`src/logic/mcec_pkg.sv`:
```
package mcec_pkg;

  // Register byte addresses on the APB port
  localparam logic [11:0] GLOBAL_CAPABILITY_ADDR = 12'h000;
  localparam logic [11:0] GLOBAL_STATUS_ADDR = 12'h004;
  localparam logic [11:0] BANK_CONTROL_ADDR = 12'h008;
  localparam logic [11:0] TRAP_VECTOR_ADDR = 12'h00C;
  localparam logic [11:0] BANK_STATUS_BASE = 12'h400;

  // Bank organisation
  localparam int BANK_COUNT = 4;
  localparam int BANK_IDX_W = 2;
  localparam logic [7:0] BANK_COUNT_VAL = 8'h04;

  // Machine-check trap vector
  localparam logic [7:0] MACHINE_CHECK_VECTOR = 8'h12;

  // Compound code prefixes
  localparam logic [11:0] TLB_PREFIX = 12'h001;
  localparam logic [7:0] HIER_PREFIX = 8'h01;
  localparam logic [4:0] BUS_PREFIX = 5'h01;

  // Bank status field positions
  localparam int LOGGED_BIT = 31;
  localparam int MULTI_BIT = 30;
  localparam int UNCORR_BIT = 29;
  localparam int CORRUPT_BIT = 28;

  // Global status field positions
  localparam int RESTART_OK_BIT = 0;
  localparam int ERR_IP_BIT = 1;
  localparam int IN_PROGRESS_BIT = 2;
  localparam int SHUTDOWN_BIT = 3;

  // Bank control field positions
  localparam int CHECK_ENABLE_BIT = 0;
  localparam int BUS_INIT_DRIVE_BIT = 1;
  localparam int BUS_INIT_OBSERVE_BIT = 2;
  localparam logic [31:0] BANK_CONTROL_RESET = 32'h0000_0000;

  typedef enum logic [1:0] {
    MCEC_CLASS_INSTR = 2'h0,
    MCEC_CLASS_DATA = 2'h1,
    MCEC_CLASS_GENERIC = 2'h2
  } mcec_access_class_t;

  typedef enum logic [1:0] {
    MCEC_LEVEL_0 = 2'h0,
    MCEC_LEVEL_1 = 2'h1,
    MCEC_LEVEL_2 = 2'h2,
    MCEC_LEVEL_GENERIC = 2'h3
  } mcec_hierarchy_level_t;

  typedef enum logic [3:0] {
    MCEC_REQ_GENERIC_ERR = 4'h0,
    MCEC_REQ_GENERIC_RD = 4'h1,
    MCEC_REQ_GENERIC_WR = 4'h2,
    MCEC_REQ_DATA_READ = 4'h3,
    MCEC_REQ_DATA_STORE = 4'h4,
    MCEC_REQ_INSTR_FETCH = 4'h5,
    MCEC_REQ_PREFETCH = 4'h6,
    MCEC_REQ_EVICTION = 4'h7,
    MCEC_REQ_SNOOP = 4'h8
  } mcec_request_kind_t;

  typedef enum logic [1:0] {
    MCEC_ROLE_ORIGINATOR = 2'h0,
    MCEC_ROLE_ANSWERING = 2'h1,
    MCEC_ROLE_THIRD_PARTY = 2'h2,
    MCEC_ROLE_GENERIC = 2'h3
  } mcec_participation_role_t;

  typedef enum logic [1:0] {
    MCEC_SPACE_MEMORY = 2'h0,
    MCEC_SPACE_RESERVED = 2'h1,
    MCEC_SPACE_IO = 2'h2,
    MCEC_SPACE_OTHER = 2'h3
  } mcec_space_kind_t;

  typedef enum logic [1:0] {
    MCEC_KIND_TLB = 2'h0,
    MCEC_KIND_HIER = 2'h1,
    MCEC_KIND_BUS = 2'h2
  } mcec_error_kind_t;

  // One detected error as delivered by the core
  typedef struct packed {
    mcec_error_kind_t kind;
    logic classKnown;
    mcec_access_class_t accessClass;
    logic levelKnown;
    mcec_hierarchy_level_t hierarchyLevel;
    mcec_request_kind_t requestKind;
    mcec_participation_role_t participationRole;
    logic timedOut;
    mcec_space_kind_t spaceKind;
    logic corrected;
    logic contextCorrupt;
    logic restartOk;
    logic errorIpRelated;
    logic [BANK_IDX_W-1:0] bank;
  } mcec_error_t;

  // APB request from the master
  typedef struct packed {
    logic psel;
    logic penable;
    logic pwrite;
    logic [11:0] paddr;
    logic [31:0] pwdata;
  } mcec_apb_req_t;

  // APB answer to the master
  typedef struct packed {
    logic pready;
    logic pslverr;
    logic [31:0] prdata;
  } mcec_apb_rsp_t;

endpackage

```
`src/logic/mcec_machine_check_error_coder.sv`:
```
// How it works
// RULE1 - Three code layouts: TLB, hierarchy and bus errors
// RULE2 - Access class: instruction 00, data 01, generic 10
// RULE3 - Unknown instruction-or-data access reports generic class
// RULE4 - Level: 00, 01, 10, generic 11
// RULE5 - Unknown level reports generic level code
// RULE6 - Request kinds numbered 0000 through 1000
// RULE7 - Unknown type gives generic error; unknown source generic read/write
// RULE8 - Eviction and snoop only for cache errors
// RULE9 - Participation: originator 00, answering 01, third party 10, generic 11
// RULE10 - Timeout bit is 1 when timed out, else 0
// RULE11 - Space: memory 00, IO 10, other 11; reserved 01 never emitted
// RULE12 - Machine-check trap uses vector 18
// RULE13 - Capability count field holds bank count; bank zero at 400H
// RULE14 - Logged flag per bank; clear means bank holds nothing
// RULE15 - Multiple-error flag set on second error in a bank
// RULE16 - Uncorrected flag per bank tells hardware-corrected or not
// RULE17 - Restart-IP flag set only if resume at saved pointer works
// RULE18 - Error-IP flag set for related instruction, else cleared
// RULE19 - Check-in-progress set when trap is raised
// RULE20 - Error while check in progress enters shutdown, no trap; the code shuts down on uncorrected errors only, corrected ones are just logged
// RULE21 - Handler clears check-in-progress before returning
// RULE22 - Firmware enables bus init drive and observe
// RULE23 - Detected error writes 16-bit code and sets logged flag
// RULE24 - Sub-fields placed at layout bit positions, leftmost bit 15
//
// Added by the designer: the placing of the registers and the APB slave port.
`timescale 1ns/10ps
`default_nettype none

module mcec_machine_check_error_coder (
  input wire logic mclk,
  input wire logic sys_rst,
  input wire mcec_pkg::mcec_apb_req_t apbReq,
  output mcec_pkg::mcec_apb_rsp_t apbRsp,
  input wire logic errValid,
  input wire mcec_pkg::mcec_error_t errInfo,
  output logic machineCheckTrap,
  output logic [7:0] trapVector,
  output logic shutdownState,
  output logic busInitDriveEn,
  output logic busInitObserveEn
);
  import mcec_pkg::*;

  // Ports:
  //   apbReq/apbRsp    register port, one wait state per transfer
  //   errValid         one-cycle pulse per detected error
  //   errInfo          sub-fields, bank and recovery hints of that error
  //   machineCheckTrap one-cycle trap request
  //   trapVector       trap vector, 0 during reset
  //   shutdownState    recursion shutdown, held until reset
  //   busInitDriveEn   copy of control bit 1
  //   busInitObserveEn copy of control bit 2
  // All outputs come from flip-flops; all inputs are on mclk,
  // so none of them passes a synchroniser.

  // Sub-field layouts, bit 15 on the left:
  //   TLB       0000 0000 0001 cc ll
  //   hierarchy 0000 0001 request_kind cc ll
  //   bus       0000 1 pp t request_kind ss ll
  // cc access class, ll level, request_kind request kind,
  // pp participation role, t timeout, ss space kind.
  // Class, level, request kind and space are cleaned up before packing so that
  // software never sees a reserved or illegal value.

  // Access class: unknown or out-of-range becomes generic
  function automatic logic [1:0] cleanClass(input logic known, input logic [1:0] c);
    logic [1:0] r;
    r = known ? c : MCEC_CLASS_GENERIC; // RULE3
    if (r == 2'(MCEC_CLASS_GENERIC + 2'h1)) begin
      r = MCEC_CLASS_GENERIC; // RULE2
    end
    return r;
  endfunction

  // Hierarchy level: unknown becomes the generic level
  function automatic logic [1:0] cleanLevel(input logic known, input logic [1:0] l);
    return known ? l : MCEC_LEVEL_GENERIC; // RULE4 RULE5
  endfunction

  // Request kind: unused codes and cache-only kinds elsewhere become generic error
  function automatic logic [3:0] cleanRequest(input mcec_error_kind_t k, input logic [3:0] q);
    logic [3:0] r;
    r = q;
    if (r > MCEC_REQ_SNOOP) begin
      r = MCEC_REQ_GENERIC_ERR; // RULE7
    end
    if (k != MCEC_KIND_HIER && (r == MCEC_REQ_EVICTION || r == MCEC_REQ_SNOOP)) begin
      r = MCEC_REQ_GENERIC_ERR; // RULE8
    end
    return r;
  endfunction

  // Space kind: the reserved code is never emitted
  function automatic logic [1:0] cleanSpace(input logic [1:0] s);
    return (s == MCEC_SPACE_RESERVED) ? MCEC_SPACE_OTHER : s; // RULE11
  endfunction

  // Compound code builder with sub-field sanitising.
  // Kind code 3 is never driven by the core; it reports unclassified.
  function automatic logic [15:0] encodeCode(input mcec_error_t e);
    logic [1:0] cls;
    logic [1:0] lvl;
    logic [3:0] req;
    logic [1:0] spc;
    logic [15:0] code;
    cls = cleanClass(e.classKnown, e.accessClass);
    lvl = cleanLevel(e.levelKnown, e.hierarchyLevel);
    req = cleanRequest(e.kind, e.requestKind);
    spc = cleanSpace(e.spaceKind);
    case (e.kind)
      MCEC_KIND_TLB: begin
        code = {TLB_PREFIX, cls, lvl}; // RULE1 RULE24
      end
      MCEC_KIND_HIER: begin
        code = {HIER_PREFIX, req, cls, lvl}; // RULE1 RULE6 RULE24
      end
      MCEC_KIND_BUS: begin
        code = {BUS_PREFIX, e.participationRole, e.timedOut, req, spc, lvl}; // RULE9 RULE10
      end
      default: begin
        code = 16'h0001;
      end
    endcase
    return code;
  endfunction

  // True for an aligned word inside the bank status window
  function automatic logic isBankAddr(input logic [11:0] a);
    return (a >= BANK_STATUS_BASE) && (a < BANK_STATUS_BASE + 12'(4 * BANK_COUNT))
      && (a[1:0] == 2'h0);
  endfunction

  // Addresses that accept a write
  function automatic logic isWritableAddr(input logic [11:0] a);
    return isBankAddr(a) || (a == GLOBAL_STATUS_ADDR) || (a == BANK_CONTROL_ADDR);
  endfunction

  // Addresses that answer a read
  function automatic logic isMappedAddr(input logic [11:0] a);
    return isWritableAddr(a) || (a == GLOBAL_CAPABILITY_ADDR) || (a == TRAP_VECTOR_ADDR);
  endfunction

  // Register map, byte addresses on the APB port:
  //   000 capability, read only: bank count in [7:0]
  //   004 global status: [0] restart ok, [1] error pointer related,
  //       [2] check in progress, all read/write; [3] shutdown, read only
  //   008 bank control: [0] check enable, [1] bus init drive,
  //       [2] bus init observe
  //   00C trap vector, read only
  //   400 + 4*i bank i status, full word read/write:
  //       [15:0] code, [31] logged, [30] multiple,
  //       [29] uncorrected, [28] context corrupt
  // A write to a read-only or unmapped word, or a read of an
  // unmapped word, answers with pslverr and changes nothing.

  // Bank words, control word, global flags and APB answer
  logic [31:0] bankStatus_r [BANK_COUNT];
  logic [31:0] bankControl_r;
  logic restartOk_r;
  logic errIpRelated_r;
  logic inProgress_r;
  logic shutdown_r;
  logic trap_r;
  logic [31:0] rdata_r;
  logic ready_r;
  logic slverr_r;
  logic wrStrobe;
  logic rdStrobe;
  logic acceptErr;
  logic [BANK_IDX_W-1:0] wrBank;
  logic [15:0] newCode;
  logic uncorrErr;
  logic takeTrap;
  logic enterShutdown;
  logic statusWr;
  logic controlWr;

  // Access strobes fire in the first access cycle only, one wait state before pready
  assign wrStrobe = apbReq.psel && apbReq.penable && apbReq.pwrite && !ready_r;
  assign rdStrobe = apbReq.psel && apbReq.penable && !apbReq.pwrite && !ready_r;
  assign acceptErr = errValid && bankControl_r[CHECK_ENABLE_BIT] && !shutdown_r;
  assign wrBank = apbReq.paddr[2 +: BANK_IDX_W];
  assign newCode = encodeCode(errInfo);

  // Error port timing: errValid is taken at an edge when checking is
  // enabled and the block is not shut down; the bank, the flags and
  // the trap pulse all change at that same edge. Corrected errors are
  // logged but never trap.
  // An accepted uncorrected error either traps or, while a check is
  // still in progress, is a recursion and shuts down.
  // An accepted error in the same cycle as a software write wins.
  assign uncorrErr = acceptErr && !errInfo.corrected;
  assign takeTrap = uncorrErr && !inProgress_r;
  assign enterShutdown = uncorrErr && inProgress_r;
  assign statusWr = wrStrobe && apbReq.paddr == GLOBAL_STATUS_ADDR;
  assign controlWr = wrStrobe && apbReq.paddr == BANK_CONTROL_ADDR;

  // Per-bank status logging; hardware set wins over software clear.
  // A second error into a logged bank marks it multiple and overwrites
  // the code, so the handler sees the newest cause with the warning.
  // Software clears a bank by writing zero to its whole word.
  genvar b;
  generate
    for (b = 0; b < BANK_COUNT; b++) begin : gBank
      always_ff @(posedge mclk) begin
        if (sys_rst) begin
          bankStatus_r[b] <= 32'h0000_0000;
        end else if (acceptErr && errInfo.bank == BANK_IDX_W'(b)) begin
          bankStatus_r[b][15:0] <= newCode; // RULE23
          bankStatus_r[b][LOGGED_BIT] <= 1'b1; // RULE14 RULE23
          bankStatus_r[b][MULTI_BIT] <= bankStatus_r[b][LOGGED_BIT] |
            bankStatus_r[b][MULTI_BIT]; // RULE15
          bankStatus_r[b][UNCORR_BIT] <= !errInfo.corrected; // RULE16
          bankStatus_r[b][CORRUPT_BIT] <= errInfo.contextCorrupt;
        end else if (wrStrobe && isBankAddr(apbReq.paddr) && wrBank == BANK_IDX_W'(b)) begin
          bankStatus_r[b] <= apbReq.pwdata;
        end
      end
    end
  endgenerate

  // Bank control: check enable and bus init drive/observe.
  // Checking stays off after reset until firmware sets bit 0;
  // unused bits read back as zero.
  always_ff @(posedge mclk) begin
    if (sys_rst) begin
      bankControl_r <= BANK_CONTROL_RESET;
    end else if (controlWr) begin
      bankControl_r <= {29'h0, apbReq.pwdata[2:0]}; // RULE22
    end
  end

  // Trap request: one-cycle pulse for each uncorrected error outside a check
  always_ff @(posedge mclk) begin
    if (sys_rst) begin
      trap_r <= 1'b0;
    end else begin
      trap_r <= takeTrap; // RULE19
    end
  end

  // Check in progress: set with each trap, cleared by software or by reset.
  // An accepted uncorrected error in the cycle of a clearing write still sets it.
  always_ff @(posedge mclk) begin
    if (sys_rst) begin
      inProgress_r <= 1'b0;
    end else if (takeTrap) begin
      inProgress_r <= 1'b1; // RULE19
    end else if (statusWr && !uncorrErr) begin
      inProgress_r <= apbReq.pwdata[IN_PROGRESS_BIT]; // RULE21
    end
  end

  // Shutdown on recursion; only reset leaves it
  always_ff @(posedge mclk) begin
    if (sys_rst) begin
      shutdown_r <= 1'b0;
    end else if (enterShutdown) begin
      shutdown_r <= 1'b1; // RULE20
    end
  end

  // Restart and error-pointer flags, captured with each trap.
  // A corrupt context can never be restarted, whatever the core says.
  always_ff @(posedge mclk) begin
    if (sys_rst) begin
      restartOk_r <= 1'b0;
      errIpRelated_r <= 1'b0;
    end else if (takeTrap) begin
      restartOk_r <= errInfo.restartOk && !errInfo.contextCorrupt; // RULE17
      errIpRelated_r <= errInfo.errorIpRelated; // RULE18
    end else if (statusWr && !uncorrErr) begin
      restartOk_r <= apbReq.pwdata[RESTART_OK_BIT];
      errIpRelated_r <= apbReq.pwdata[ERR_IP_BIT];
    end
  end

  // APB timing, one wait state:
  //   c0 setup, psel high
  //   c1 first access edge: a write lands, read data is captured
  //   c2 pready high with prdata and pslverr, then the master releases
  // The strobes fire only on the first access edge, so a master that
  // holds penable into the answer cycle cannot write twice.

  // Ready: high for one cycle after the first access edge
  always_ff @(posedge mclk) begin
    if (sys_rst) begin
      ready_r <= 1'b0;
    end else begin
      ready_r <= apbReq.psel && apbReq.penable && !ready_r;
    end
  end

  // Error answer for words that refuse the access
  always_ff @(posedge mclk) begin
    if (sys_rst) begin
      slverr_r <= 1'b0;
    end else if (rdStrobe) begin
      slverr_r <= !isMappedAddr(apbReq.paddr);
    end else if (wrStrobe) begin
      slverr_r <= !isWritableAddr(apbReq.paddr);
    end else begin
      slverr_r <= 1'b0;
    end
  end

  // Read data mux; zero outside a read answer
  always_ff @(posedge mclk) begin
    if (sys_rst) begin
      rdata_r <= 32'h0000_0000;
    end else if (rdStrobe && isBankAddr(apbReq.paddr)) begin
      rdata_r <= bankStatus_r[wrBank];
    end else if (rdStrobe) begin
      case (apbReq.paddr)
        GLOBAL_CAPABILITY_ADDR: begin
          rdata_r <= {24'h0, BANK_COUNT_VAL}; // RULE13
        end
        GLOBAL_STATUS_ADDR: begin
          rdata_r <= {28'h0, shutdown_r, inProgress_r, errIpRelated_r, restartOk_r};
        end
        BANK_CONTROL_ADDR: begin
          rdata_r <= bankControl_r;
        end
        TRAP_VECTOR_ADDR: begin
          rdata_r <= {24'h0, MACHINE_CHECK_VECTOR}; // RULE12
        end
        default: begin
          rdata_r <= 32'h0000_0000;
        end
      endcase
    end else begin
      rdata_r <= 32'h0000_0000;
    end
  end

  // Registered side outputs. The vector reads 0 during reset and the
  // fixed trap vector from the first edge after it; the bus init
  // enables follow the control register one cycle late.
  always_ff @(posedge mclk) begin
    if (sys_rst) begin
      trapVector <= 8'h00;
      busInitDriveEn <= 1'b0;
      busInitObserveEn <= 1'b0;
    end else begin
      trapVector <= MACHINE_CHECK_VECTOR; // RULE12
      busInitDriveEn <= bankControl_r[BUS_INIT_DRIVE_BIT];
      busInitObserveEn <= bankControl_r[BUS_INIT_OBSERVE_BIT];
    end
  end

  // Outputs taken straight from their flip-flops; the trap pulse
  // lasts one cycle, shutdown holds until reset, and the APB answer
  // stands for the single cycle in which pready is high.
  assign machineCheckTrap = trap_r;
  assign shutdownState = shutdown_r;
  assign apbRsp = '{pready: ready_r, pslverr: slverr_r, prdata: rdata_r};

endmodule

`default_nettype wire

```
`config.mk`:
```
export PLATFORM = sky130hd
export DESIGN_NAME = mcec_machine_check_error_coder
export DESIGN_NICKNAME = d
export VERILOG_FILES = /design/src/logic/mcec_pkg.sv /design/src/logic/mcec_machine_check_error_coder.sv
export SDC_FILE = /design/constraint.sdc
export NUM_CORES = 1
export LEC_CHECK = 0
export ABC_AREA = 1
export BUFFER_PORTS_ARGS = -buffer_cell sky130_fd_sc_hd__clkbuf_2
export CAP_MARGIN = 20
export CORE_ASPECT_RATIO = 0.7
export CORE_MARGIN = 2
export CORE_UTILIZATION = 45
export DETAILED_ROUTE_END_ITERATION = 10
export PLACE_DENSITY = 0.71
export SLEW_MARGIN = 20
export SYNTH_ARGS = -nofsm -noshare
export SYNTH_HDL_FRONTEND = slang
export SYNTH_SLANG_ARGS = --single-unit
```
`constraint.sdc`:
```
create_clock -name mclk -period 2 [get_ports mclk]
set_input_delay 0.1 -clock mclk [delete_from_list [all_inputs] [get_ports mclk]]
set_output_delay 0.1 -clock mclk [all_outputs]
set_load 0.05 [all_outputs]
```
======== Word level (Yosys, flattened, before mapping) ========
Memory sizes are Yosys's and may differ from the RTL's.
Cells that the tools add are included.
word-level totals
  input port bits ......................... 73
  register bits ........................... 52
  logic and storage cells ................. 221
  RAM bits ................................ 128
  memories kept ........................... 1
  output and inout bits ................... 46
memories
  memory        words  bits a word  rd ports  clocked after Yosys merged registers in  wr ports  RTL line                               text
  bankStatus_r  4      32           5         0                                        4         mcec_machine_check_error_coder.sv:159  logic [31:0] bankStatus_r [BANK_COUNT];
operators by class
  $lt $le $gt $ge ......................... 3
  mux-type cells .......................... 93
  reductions and logical operators ........ 48
  eq/ne operators ......................... 16
  bitwise gates (word level) .............. 48
operator list
  operator                count
  $mux W16                8
  $mux W1                 70
  $mux W32                2
  $mux W12                4
  $or A1 B1 Y1            48
  $pmux W12 S3            1
  $logic_and A1 B1 Y1     28
  $eq A12 B4 Y1 const B   2
  $pmux W5 S4             1
  $eq A12 B3 Y1 const B   1
  $eq A2 B2 Y1 const B    6
  $ge A12 B11 Y1 const B  1
  $logic_not A12 Y1       1
  $lt A12 B11 Y1 const B  1
  $logic_not A1 Y1        9
  $eq A2 B1 Y1 const B    4
  $logic_not A2 Y1        4
  $mux W2                 4
  $mux W4                 2
  $logic_or A1 B1 Y1      5
  $mux W5                 1
  $eq A4 B3 Y1 const B    1
  $eq A4 B4 Y1 const B    1
  $gt A4 B4 Y1 const B    1
  2 further kinds         2

======== Longest topological paths before layout ========
  depth after elaboration ................. 10
  depth in mapped cells ................... 10
  gate-level depth less buffers ........... 10

======== Least setup slack after synthesis ========
OpenSTA, ideal clock, no wires.
  path kind ............................... register -> register
  from .................................... reg shutdown_r (netlist: shutdownState)
  to ...................................... mem bankStatus_r[3][0] (enable)
  cell stages (with the launch flop) ...... 7
  buffers on the path ..................... 0
  data required time ...................... 1620 ps
  data arrival time ....................... 1851 ps
  setup time .............................. 380 ps
  setup slack ............................. -231 ps
  cell sequence ........................... dfxtp_1 > nor2_1 > nand3_1 > nand2_1 > nor2_4 > inv_1 > nand3_1
RTL lines
  item                    RTL line                               text
  start, declared         mcec_machine_check_error_coder.sv:164  logic shutdown_r;
  start signal, assigned  mcec_machine_check_error_coder.sv:259  shutdown_r <= 1'b0;
  start signal, assigned  mcec_machine_check_error_coder.sv:261  shutdown_r <= 1'b1;
  end, declared           mcec_machine_check_error_coder.sv:159

==> summary.txt <==
Synthesis
  • Synth top area share: 0.506
  • Seq/Total Area, Yosys: 0.624
  • Unique cell type count in the Yosys netlist: 35
  • Mux contribution to synthesized area: 0
  • Yosys warnings: 0
  • #FFs+latches synth: 173
  • Post-synthesis cell count: 794
  • Largest family of logic cells by synthesized area: simple AND/OR/NAND/NOR gates
  • Mean post-synth cell area: 9.57 µm²
  • Cell taking the most area after synthesis: edfxtp_1
  • Synth area leaders: edfxtp_1 51%, dfxtp_1 12%, nand2_1 9.6%
  • Synth Area in XOR/XNOR: 0
  • Post-synthesis simple-gate area fraction: 0.213
  • Compound-gate portion of the synthesized area: 0.0986
  • Synth Cell Area: 7600 µm²
  • Post-Synth Adder-Cell Area: 0

Clock tree
  • CTS Sinks: 173
  • CTS tree: yes
  • H-tree depth: 4
  • Skew-Pair Late Insertion Delay: 0.44 ns
  • Total CTS buffers: 17
  • Reg clk slew, reported paths: 0.07 ns
  • Root Driver: clkbuf_16
  • CTS Buffer Depth: 2

STA
  • Fin. max-slew vios: 0
  • Slew margin rel.: 0.349
  • Max frequency: 0.510 GHz
  • Endpoints failing hold: 0
  • Worst slew pin tran: 0.966 ns
  • Clk_skew: 0.0123 ns
  • Tcrit/Tclk final: 0.980
  • Tmin final: 1.96 ns
  • Setup violators final: 0
  • Setup TNS: 0 ns
  • Hold WS: 0.0185 ns
  • RSZ-0062 raised after global routing: no

Run
  • Max-cap violations: 0

Die
  • Initial core utilization: 0.462
  • Core area: 16400 µm²
  • # IOs: 119
  • Full die area: 18000 µm²
  • Die height: 113 µm
  • Row count: 39
  • Die X: 159 µm

Hold path
  • HP Class: input port to register

Pwr
  • Combinational Power Share: 0.065
  • Switch share: 0.250
  • Peak supply drop: 0.524 mV
  • Tot Pwr: 7690 µW
  • Pleak: 0.00396 µW
  • Clock network power share: 0.421
  • PD cells: 829 nW/µm²
  • Cell-internal power: 5770 µW
  • Seq pwr share: 0.514
  • NetSw: 1920 µW

Worst setup path
  • Worst Setup EP: bankStatus_r[1][0]$_DFFE_PP_
  • Critical Path Fanout Max: 17
  • Worst Setup Start Kind: input port
  • FF-to-FF path depth: 6
  • Worst r2r src: ready_r$_SDFF_PP0_
  • Crit. Startpoint: apbReq[44]
  • Worst setup EP type: register
  • RR Endpoint: bankStatus_r[1][0]$_DFFE_PP_
  • Critical path arrival: 2.10 ns
  • R2R Setup Slk: 0.06 ns
  • Critical path required time: 2.14 ns
  • Critical path class: input port to register

GRT
  • Largest net degree at the start of global routing: 34
  • GRT overflow: 0
  • Initial antenna violation count: 0
  • Via count of the first global-routing pass: 5749
  • GRT Total Usage: 0.234
  • First-pass GRT wire length: 31.5 mm

Detailed routing
  • Pre-Repair DR Iteration Count: 5
  • Routed WL: 20.2 mm
  • Antenna viol nets, final: 0
  • Drt drc: 0
  • Routed WL per cell: 17.2 µm
  • DR vias: 6247
  • Iter 0 DRT Violations: 810
  • Via density: 5.33

Placement
  • Port Buf Inserts: 112
  • Routability cong.: 0.935
  • Cells after DPL: 1131
  • Estimated wirelength of the detail-placed design: 13.7 mm

Final layout
  • Layout Nets: 1008
  • Layout Cells excl Fill: 1173
  • Final Util: 0.564
  • Synth-to-layout area growth: 22.0%
  • Layout cells sized above 1: 0.215
  • ANT cells: 0

Outcome
  • Outcome: complete, no violations
==> registers in the layout, summed over array words and instances (netlist names) <==
| signal | cells |
|---|---|
| inProgress_r | 1 |
| bankControl_r | 3 |
| bankStatus_r | 128 |
| busInitDriveEn | 1 |
| ready_r | 1 |
| errIpRelated_r | 1 |
| rdata_r | 32 |
| machineCheckTrap | 1 |
| busInitObserveEn | 1 |
| slverr_r | 1 |
| trapVector | 1 |
| restartOk_r | 1 |
| shutdownState | 1 |
==> final cells by class <==
type	instances	area, µm²
fillers	1427	7170
flip-flops and latches	173	4750
multi-input cells	516	2420
repair buffers	158	988
clock buffers	18	439
well taps	225	282
inverters	69	259
clock inverters	14	140
==> synthesized netlist by cell type <==
cell        n
a21oi_1    16
a22oi_1    35
a31o_2      1
a31oi_1    27
and2_1      1
buf_1       1
buf_2      10
buf_4       9
buf_6       3
clkbuf_1   18
clkinv_1    2
conb_1      1
dfxtp_1    45
edfxtp_1  128
inv_1      66
inv_2       1
nand2_1   195
nand2_2     2
nand2_4     1
nand3_1    50
nand3_4     1
nand3b_1    1
nand4_1     5
nor2_1    119
nor2_2      1
nor2_4      4
nor3_1      4
nor3_4      1
nor3b_1     1
o21a_1      1
o21ai_0    30
o21ai_1     5
o21ai_2     1
o22ai_1     6
or2_2       2
==> routing by layer <==
metal | wire length (µm) | track usage | vias up
li1 | - | - | 2967
met1 | 8870 | 0.344 | 2886
met2 | 8520 | 0.330 | 368
met3 | 2510 | 0.0700 | 26
met4 | 330 | 0.0806 | 0
met5 | 0 | 0 | -
==> critical path, cell delays in order <==
cell and delay [ns]:
dlygate4sd3_1 0.54, clkbuf_2 0.15, inv_2 0.06, nor3_4 0.28
nand3_4 0.18, nor2_4 0.32, inv_1 0.12, nand3_2 0.15
buf_12 0.18
==> through the flow <==
step / setup slack [ns] / area (µm²)
floorplan: 0.0187 / 7630
global placement: 0.0147 / 8570
detailed placement: -0.0251 / 8570
CTS: 0.0332 / 9240
global route: 0.0116 / 9270
finish: 0.0404 / 9270
==> how the worst min path moves through the flow <==
| stage | startpoint | to | slack, ns | cells after the start |
|---|---|---|---|---|
| after detailed placement | apbReq[44] | slverr_r$_SDFF_PP0_ | 0.42 | 3 |
| after global placement | apbReq[1] | errIpRelated_r$_SDFFE_PP0P_ | 0.42 | 3 |
| final | apbReq[19] | bankStatus_r[3][19]$_SDFFCE_PN0P_ | 0.02 | 3 |
| after CTS | apbReq[3] | bankStatus_r[3][3]$_DFFE_PP_ | 0.005 | 3 |
| after floorplan | apbReq[44] | slverr_r$_SDFF_PP0_ | 0.23 | 2 |
| after global routing | apbReq[13] | bankStatus_r[0][13]$_SDFFCE_PN0P_ | 0.02 | 3 |
==> cells by family after synthesis <==
group,after synthesis
other cells,1
simple gates,388
buf+inv,110
flops,173
compound gates,122
==> layout by cell type, fill, tap and decap left out, types with 6 or more instances in the layout <==
| cell | count |
|---|---|
| buf_4 | 33 |
| clkbuf_2 | 112 |
| nand2_1 | 195 |
| conb_1 | 6 |
| a22oi_1 | 35 |
| dlygate4sd3_1 | 8 |
| inv_1 | 66 |
| o21ai_0 | 30 |
| nand3_1 | 48 |
| edfxtp_1 | 128 |
| dfxtp_1 | 44 |
| a21oi_1 | 16 |
| o22ai_1 | 6 |
| nor2_1 | 115 |
| clkbuf_16 | 17 |
| a31oi_1 | 27 |
==> power groups by stage <==
stage          logic, µW  registers (µW)  clock network [µW]
5_1_grt              542            3960                3430
4_1_cts              494            3950                3270
3_3_place_gp         474            4030                   0
3_5_place_dp         479            4030                   0
6_report             501            3950                3240
2_1_floorplan        261            4030                   0
==> timing repair <==
item | CTS | global route
resized for setup | 1 | 3
endpoints found under the setup margin | 1 | 27
buffers inserted | 0 | 2
hold endpoints to repair | 19 | 0
hold buffers | 8 | 0
pin swaps | 0 | 1
No activity file was read; power rests on OpenSTA's default activity.
